--- src/shared/pbh_pkg.sv ---
/*
  Constants and types shared by the primary bus and bus release logic.
  Assumes nothing of its surroundings.
*/
package pbh_pkg;
  localparam int ADDR_W = 24;
  localparam int DATA_W = 32;
  localparam int SYNC_STAGES = 2;
  localparam logic RW_READ = 1'b1;
  localparam logic RW_WRITE = 1'b0;
  localparam logic STROBE_ON = 1'b0;
  localparam logic STROBE_OFF = 1'b1;
  localparam logic ACK_RELEASED = 1'b0;
  localparam logic ACK_HELD = 1'b1;
  localparam logic PIN_TRUE_N = 1'b0;
  localparam logic PIN_IDLE_N = 1'b1;

  typedef enum logic [1:0] {
    PBH_IDLE = 2'b00,
    PBH_ACCESS = 2'b01,
    PBH_RELEASED = 2'b10
  } pbh_state_t;
endpackage

--- src/shared/pbh_sync_if.sv ---
/*
  Carrier for the synchronised pin inputs of the primary bus.
  Assumes one clock domain on the consuming side.
*/
interface pbh_sync_if #(
  parameter int DATA_W = 32
);
  logic ready_n;
  logic release_n;
  logic [DATA_W-1:0] data;

  modport producer (
    output ready_n,
    output release_n,
    output data
  );
  modport consumer (
    input ready_n,
    input release_n,
    input data
  );
endinterface

--- src/rtl/pbh_pin_sync.sv ---
/*
  Two-flip-flop synchroniser for the primary bus pin inputs.
  Assumes the pins are asynchronous to clk_sys.
*/
module pbh_pin_sync #(
  parameter int DATA_W = 32
) (
  input wire logic clk_sys,
  input wire logic reset,
  input wire logic ready_n_i,
  input wire logic release_request_n_i,
  input wire logic [DATA_W-1:0] data_i,
  pbh_sync_if.producer sy
);
  typedef struct packed {
    logic [DATA_W+1:0] meta;
    logic [DATA_W+1:0] stable;
  } pbh_sync_state_t;

  pbh_sync_state_t s_reg;
  pbh_sync_state_t s_next;

  // First stage feeds only the second stage
  always_comb
  begin
    s_next.meta = {ready_n_i, release_request_n_i, data_i};
    s_next.stable = s_reg.meta;
  end

  always_ff @(posedge clk_sys)
  begin
    if (reset)
    begin
      s_reg.meta <= {pbh_pkg::PIN_IDLE_N, pbh_pkg::PIN_IDLE_N, {DATA_W{1'b0}}};
      s_reg.stable <= {pbh_pkg::PIN_IDLE_N, pbh_pkg::PIN_IDLE_N, {DATA_W{1'b0}}};
    end
    else
    begin
      s_reg <= s_next;
    end
  end

  assign sy.ready_n = s_reg.stable[DATA_W+1];
  assign sy.release_n = s_reg.stable[DATA_W];
  assign sy.data = s_reg.stable[DATA_W-1:0];
endmodule

--- src/rtl/pbh_primary_bus.sv ---
/*
  Primary external bus master with bus release handshake.
  Assumes a core-side requester on clk_sys and asynchronous pin inputs;
  the pad ring resolves each output with its enable.
*/
// How it works
// - Drive 24-bit address, floatable, per access
// - Read/write high on read, low on write
// - Strobe marks each external transfer
// - Transfer finishes only after ready asserted
// - Release request waits for current transfer
// - Released: float lines, start no transfers
// - Acknowledge low once lines are floating
// - Acknowledge high on request high or ignore
// - Overbarred pins are true at logic zero
module pbh_primary_bus #(
  parameter int ADDR_W = pbh_pkg::ADDR_W,
  parameter int DATA_W = pbh_pkg::DATA_W
) (
  input wire logic clk_sys,
  input wire logic reset,
  input wire logic req_valid,
  input wire logic req_write,
  input wire logic [ADDR_W-1:0] req_addr,
  input wire logic [DATA_W-1:0] req_wdata,
  output logic req_ready,
  output logic rsp_done,
  output logic [DATA_W-1:0] rsp_rdata,
  input wire logic ignore_release_request,
  output logic [ADDR_W-1:0] primary_address_o,
  output logic primary_address_oe,
  input wire logic [DATA_W-1:0] primary_data_bus_i,
  output logic [DATA_W-1:0] primary_data_bus_o,
  output logic primary_data_bus_oe,
  output logic read_write_o,
  output logic read_write_oe,
  output logic access_strobe_n_o,
  output logic access_strobe_n_oe,
  input wire logic ready_n_i,
  input wire logic release_request_n_i,
  output logic bus_release_ack_n
);
  if (ADDR_W < 1 || DATA_W < 1)
  begin : g_width_check
    $error("pbh_primary_bus: widths must be at least one bit");
  end

  // Ready is trusted only once the pins have had time to answer this strobe through the
  // synchroniser; the partner must withdraw ready within two clocks of the strobe rising
  localparam int SETTLE_CYCLES = pbh_pkg::SYNC_STAGES + 1;
  localparam int SETTLE_W = $clog2(SETTLE_CYCLES + 1);

  typedef struct packed {
    pbh_pkg::pbh_state_t state;
    logic [SETTLE_W-1:0] settle;
    logic [ADDR_W-1:0] addr;
    logic [DATA_W-1:0] wdata;
    logic rw;
    logic strobe_n;
    logic done;
    logic [DATA_W-1:0] rdata;
    logic ack_n;
  } pbh_top_state_t;

  pbh_top_state_t s_reg;
  pbh_top_state_t s_next;
  logic hold_now;
  logic settled;

  pbh_sync_if #(.DATA_W(DATA_W)) sy ();

  pbh_pin_sync #(.DATA_W(DATA_W)) u_sync (
    .clk_sys(clk_sys),
    .reset(reset),
    .ready_n_i(ready_n_i),
    .release_request_n_i(release_request_n_i),
    .data_i(primary_data_bus_i),
    .sy(sy)
  );

  // The ignore bit overrides a pending release request
  assign hold_now = (sy.release_n == pbh_pkg::PIN_TRUE_N) && !ignore_release_request;
  assign settled = (s_reg.settle == SETTLE_W'(SETTLE_CYCLES));

  always_comb
  begin
    s_next = s_reg;
    s_next.done = 1'b0;
    case (s_reg.state)
      pbh_pkg::PBH_IDLE:
      begin
        if (hold_now)
        begin
          s_next.state = pbh_pkg::PBH_RELEASED;
        end
        else if (req_valid)
        begin
          s_next.state = pbh_pkg::PBH_ACCESS;
          s_next.settle = '0;
          s_next.addr = req_addr;
          s_next.wdata = req_wdata;
          s_next.rw = req_write ? pbh_pkg::RW_WRITE : pbh_pkg::RW_READ;
          s_next.strobe_n = pbh_pkg::STROBE_ON;
        end
      end
      pbh_pkg::PBH_ACCESS:
      begin
        // A ready left over from the previous transfer can still sit in the synchroniser
        if (!settled)
        begin
          s_next.settle = s_reg.settle + SETTLE_W'(1);
        end
        // Read data is synchronised with ready, so both arrive aligned
        else if (sy.ready_n == pbh_pkg::PIN_TRUE_N)
        begin
          s_next.done = 1'b1;
          s_next.strobe_n = pbh_pkg::STROBE_OFF;
          if (s_reg.rw == pbh_pkg::RW_READ)
          begin
            s_next.rdata = sy.data;
          end
          s_next.state = hold_now ? pbh_pkg::PBH_RELEASED : pbh_pkg::PBH_IDLE;
        end
      end
      pbh_pkg::PBH_RELEASED:
      begin
        if (!hold_now)
        begin
          s_next.state = pbh_pkg::PBH_IDLE;
        end
      end
      default:
      begin
        s_next.state = pbh_pkg::PBH_IDLE;
        s_next.strobe_n = pbh_pkg::STROBE_OFF;
      end
    endcase
    s_next.ack_n = (s_next.state == pbh_pkg::PBH_RELEASED) ? pbh_pkg::ACK_RELEASED : pbh_pkg::ACK_HELD;
  end

  always_ff @(posedge clk_sys)
  begin
    if (reset)
    begin
      s_reg.state <= pbh_pkg::PBH_IDLE;
      s_reg.settle <= '0;
      s_reg.addr <= '0;
      s_reg.wdata <= '0;
      s_reg.rw <= pbh_pkg::RW_READ;
      s_reg.strobe_n <= pbh_pkg::STROBE_OFF;
      s_reg.done <= 1'b0;
      s_reg.rdata <= '0;
      s_reg.ack_n <= pbh_pkg::ACK_HELD;
    end
    else
    begin
      s_reg <= s_next;
    end
  end

  // A request is taken only when no release is pending, so none starts while released
  assign req_ready = (s_reg.state == pbh_pkg::PBH_IDLE) && !hold_now;
  assign rsp_done = s_reg.done;
  assign rsp_rdata = s_reg.rdata;
  assign primary_address_o = s_reg.addr;
  assign primary_data_bus_o = s_reg.wdata;
  assign read_write_o = s_reg.rw;
  assign access_strobe_n_o = s_reg.strobe_n;
  assign bus_release_ack_n = s_reg.ack_n;
  assign primary_address_oe = (s_reg.state != pbh_pkg::PBH_RELEASED);
  assign read_write_oe = (s_reg.state != pbh_pkg::PBH_RELEASED);
  assign access_strobe_n_oe = (s_reg.state != pbh_pkg::PBH_RELEASED);
  assign primary_data_bus_oe = (s_reg.state == pbh_pkg::PBH_ACCESS) && (s_reg.rw == pbh_pkg::RW_WRITE);
endmodule

--- config.mk ---
export PLATFORM = sky130hd
export DESIGN_NAME = pbh_primary_bus
export DESIGN_NICKNAME = d
export VERILOG_FILES = /design/src/shared/pbh_pkg.sv /design/src/shared/pbh_sync_if.sv /design/src/rtl/pbh_pin_sync.sv /design/src/rtl/pbh_primary_bus.sv
export SDC_FILE = /design/constraint.sdc
export NUM_CORES = 1
export LEC_CHECK = 0
export BUFFER_PORTS_ARGS = -buffer_cell sky130_fd_sc_hd__buf_2
export CORE_ASPECT_RATIO = 0.8
export CORE_MARGIN = 2
export CORE_UTILIZATION = 52
export DETAILED_ROUTE_END_ITERATION = 16
export MAX_ROUTING_LAYER = met4
export PLACE_DENSITY = 0.8
export SLEW_MARGIN = 20
export SYNTH_ARGS = -nofsm -noshare
export SYNTH_HDL_FRONTEND = slang
export SYNTH_HIERARCHICAL = 1
export SYNTH_SLANG_ARGS = --single-unit
--- constraint.sdc ---
create_clock -name clk_sys -period 1.6 [get_ports clk_sys]
set_input_delay 0.4 -clock clk_sys [delete_from_list [all_inputs] [get_ports clk_sys]]
set_output_delay 0.4 -clock clk_sys [all_outputs]
set_load 0.01 [all_outputs]
==> flow_metrics.py <==
metrics = {
    "outcome": {
        "outcome": "complete, no violations",
    },
    "placement": {
        "dp_slack_ps": 85.02,
        "place_inst": 907,
        "place.gp.congestion": 0.8190,
        "place_area_um2": 7267,
        "portBuffers": 191,
        "hpwl_um": 8451,
    },
    "setup_path": {
        "rrSetupSlack_ps": 70,
        "r2r_cells": 5,
        "worst_ep_arrival_time_ps": 1170,
        "worstPathMaxFanout": 7,
        "max_stage_delay_ps": 370,
        "r2r_end": "primary_data_bus_o[7]",
        "startpoint": "s_reg[95]",
        "end_kind": "output pin",
        "critPathRequiredTime_ps": 1200,
        "crit_buf_inv": 1,
        "worst-path-stages": 3,
        "cpMaxStageDelayCell": "dfxtp_4",
        "crit_type": "reg2out",
        "startpoint_type": "flip-flop",
        "crit_end": "primary_data_bus_oe",
        "critPathTopFamily": "flip-flops",
        "crit_chain": "nand2b_4 -> nor2_2 -> buf_4",
        "r2r-start": "s_reg[95]",
    },
    "route": {
        "ant_nets": 0,
        "first_pass_iters": 4,
        "drtIter0Drc": 140,
        "num_vias": 4299,
        "routedWlPerCell_um": 13.21,
        "drcViolationCount": 0,
        "drt-vias-per-instance": 4.554,
        "routed_wirelength_um": 12470,
    },
    "cells_and_area": {
        "drive_gt1_frac": 0.3290,
        "largest_register_ffs": 34,
        "syn2layout_area_growth_pct": 17.57,
        "instances_no_fill": 944,
        "num-fill-cells": 1058,
        "multi_input_area_um2": 2633,
        "nets": 852,
        "ff_latch_area_um2": 3291,
        "final_area_um2": 7964,
        "num_antenna_cells": 0,
    },
    "die": {
        "ios": 192,
        "row_count": 37,
        "die_width_um": 131.6,
        "die_area_um2": 13960,
        "die_y_um": 106.1,
        "start_util": 0.5302,
        "core_um2": 12780,
    },
    "logic_synthesis": {
        "yosys.cell_count.top_type": "nand2b_1",
        "syn_nets": 749,
        "synth_top_area_share": 0.4847,
        "synth_flop_cell": "dfxtp_1",
        "synth_common_cells": "nand2b_1, dfxtp_1, buf_4",
        "yosys_warnings": 6,
        "yosysUniqueCellTypes": 26,
        "synth_area_leaders": "dfxtp_1, nand2b_1, mux2i_1",
        "syn-cell-area_um2": 6774,
        "synth_top_area_cell": "dfxtp_1",
        "syn_inst": 653,
        "yosysSeqAreaShare": 0.4847,
        "syn-mean-instance-area_um2": 10.37,
        "synthArstFlopShare": 0,
        "synth-seq-cells": 164,
        "synth_edf_count": 0,
    },
    "global_routing": {
        "antenna_found_initial": 0,
        "grt.total_usage": 0.1847,
        "grt_pass1_vias": 4187,
        "grt_pass1_wl_um": 19820,
        "grt-ovfl-total": 0,
        "grt_max_degree": 69,
    },
    "sta": {
        "skew_ps": 8.090,
        "worst_slack_ps": 30.80,
        "fin_crit_ps": 1569,
        "period_share": 0.9808,
        "final_hold_viol_count": 0,
        "max_freq_mhz": 637.3,
        "maxSlewViolCount": 0,
        "maxSlewHeadroom": 0.7107,
        "rsz0062_at_grt": "true",
        "worst_pin_slew_ps": 433.9,
        "setup-violations-final": 0,
    },
    "flow_run": {
        "max-cap-violations": 0,
    },
    "clock_tree": {
        "clockRootBuffer": "clkbuf_16",
        "cts_buffer_depth": 2,
        "cts_tree": "yes",
        "clkLatencyLatePin_ps": 420,
        "clk_pin_slew_ps": 70,
        "numCtsBuffers": 17,
        "cts.sinks": 164,
        "htree_levels": 4,
    },
    "min_path": {
        "hp-start": "release_request_n_i",
        "hold_class": "in2reg",
    },
    "pwr": {
        "total_leakage_power_nw": 3.476,
        "ir_worst_vdd_uv": 720.4,
        "power.density_nw_per_um2": 1142,
    },
}
==> logic make-up (layout without fill, tap and decap cells) <==
family | count (synthesis) | in the layout | synth area share
AND/OR/NAND/NOR | 264 | 264 | 0.2440
flip-flops | 164 | 164 | 0.4847
buffers and inverters | 129 | 245 | 0.1313
multiplexers | 89 | 89 | 0.1315
AO/OA/AOI/OAI | 6 | 6 | 0.006649
adder cells (fa/ha/maj) | 1 | 1 | 0.001847
==> worst min path at each step <==
stage                          end  cells after the start
6_report         u_sync/s_next[32]                      2
5_1_grt          u_sync/s_next[32]                      2
4_1_cts          u_sync/s_next[32]                      2
3_5_place_dp   u_sync/sy.release_n                      1
3_3_place_gp   u_sync/sy.release_n                      1
2_1_floorplan    u_sync/sy.ready_n                      1
==> area by class of cell <==
class | count | share of cell area
timing repair buffer | 211 | 0.1554
sequential | 164 | 0.4132
tap | 175 | 0.02749
clock buffer | 19 | 0.05687
multi-input combinational | 360 | 0.3306
inverter | 2 | 0.0009427
clock inverter | 13 | 0.01555
==> through the flow <==
stage | power (mW) | hold WS (ps) | TNS (ps) | utilization
after floorplan | 5.064 | 383.2 | 0 | -
after global placement | 5.239 | 393.6 | 0 | 0.5687
after detailed placement | 5.278 | 394.6 | 0 | 0.5687
after CTS | 9.203 | 149.5 | -25.15 | 0.6155
after global routing | 9.474 | 146.3 | -11.55 | 0.6233
final | 9.098 | 164.2 | 0 | 0.6233
==> what timing repair did <==
action / 4_1_cts / 5_1_grt
gates resized for setup: 6 / 5
gates cloned: 0 / 2
setup buffers: 0 / 3
hold buffers: 0 / 0
setup endpoints to repair: 5 / 12
pin swaps: 0 / 1
==> per-layer routing <==
layer,GRT usage,share of wire,vias up,wire length (um)
li1,-,-,2177,-
met1,0.2246,0.47,1966,5826
met2,0.2902,0.46,139,5774
met3,0.05627,0.057,17,710
met4,0.07220,0.013,0,163
met5,-,0,-,0
==> power breakdown <==
part | switching [mW] | total (mW) | internal, mW | leakage [nW]
logic | 0.382 | 0.828 | 0.446 | 1.85
clock network | 1.66 | 3.91 | 2.25 | 0.282
registers | 0.0854 | 4.36 | 4.28 | 1.35
==> cells in the final DEF (no fill, tap or decap), types with 2 or more instances in the layout <==
cell type	instances
inv_1	2
or2_1	4
inv_6	3
clkinvlp_4	2
buf_2	189
clkinv_2	3
dfxtp_4	2
nand2b_1	176
buf_12	7
clkbuf_8	2
nand2b_4	2
clkbuf_16	19
nor2_1	3
mux2i_1	89
dfxtp_1	162
clkinv_4	3
nand3b_1	2
nor3_1	2
nor2b_1	66
buf_4	12
No activity file was read; power rests on OpenSTA's default activity.
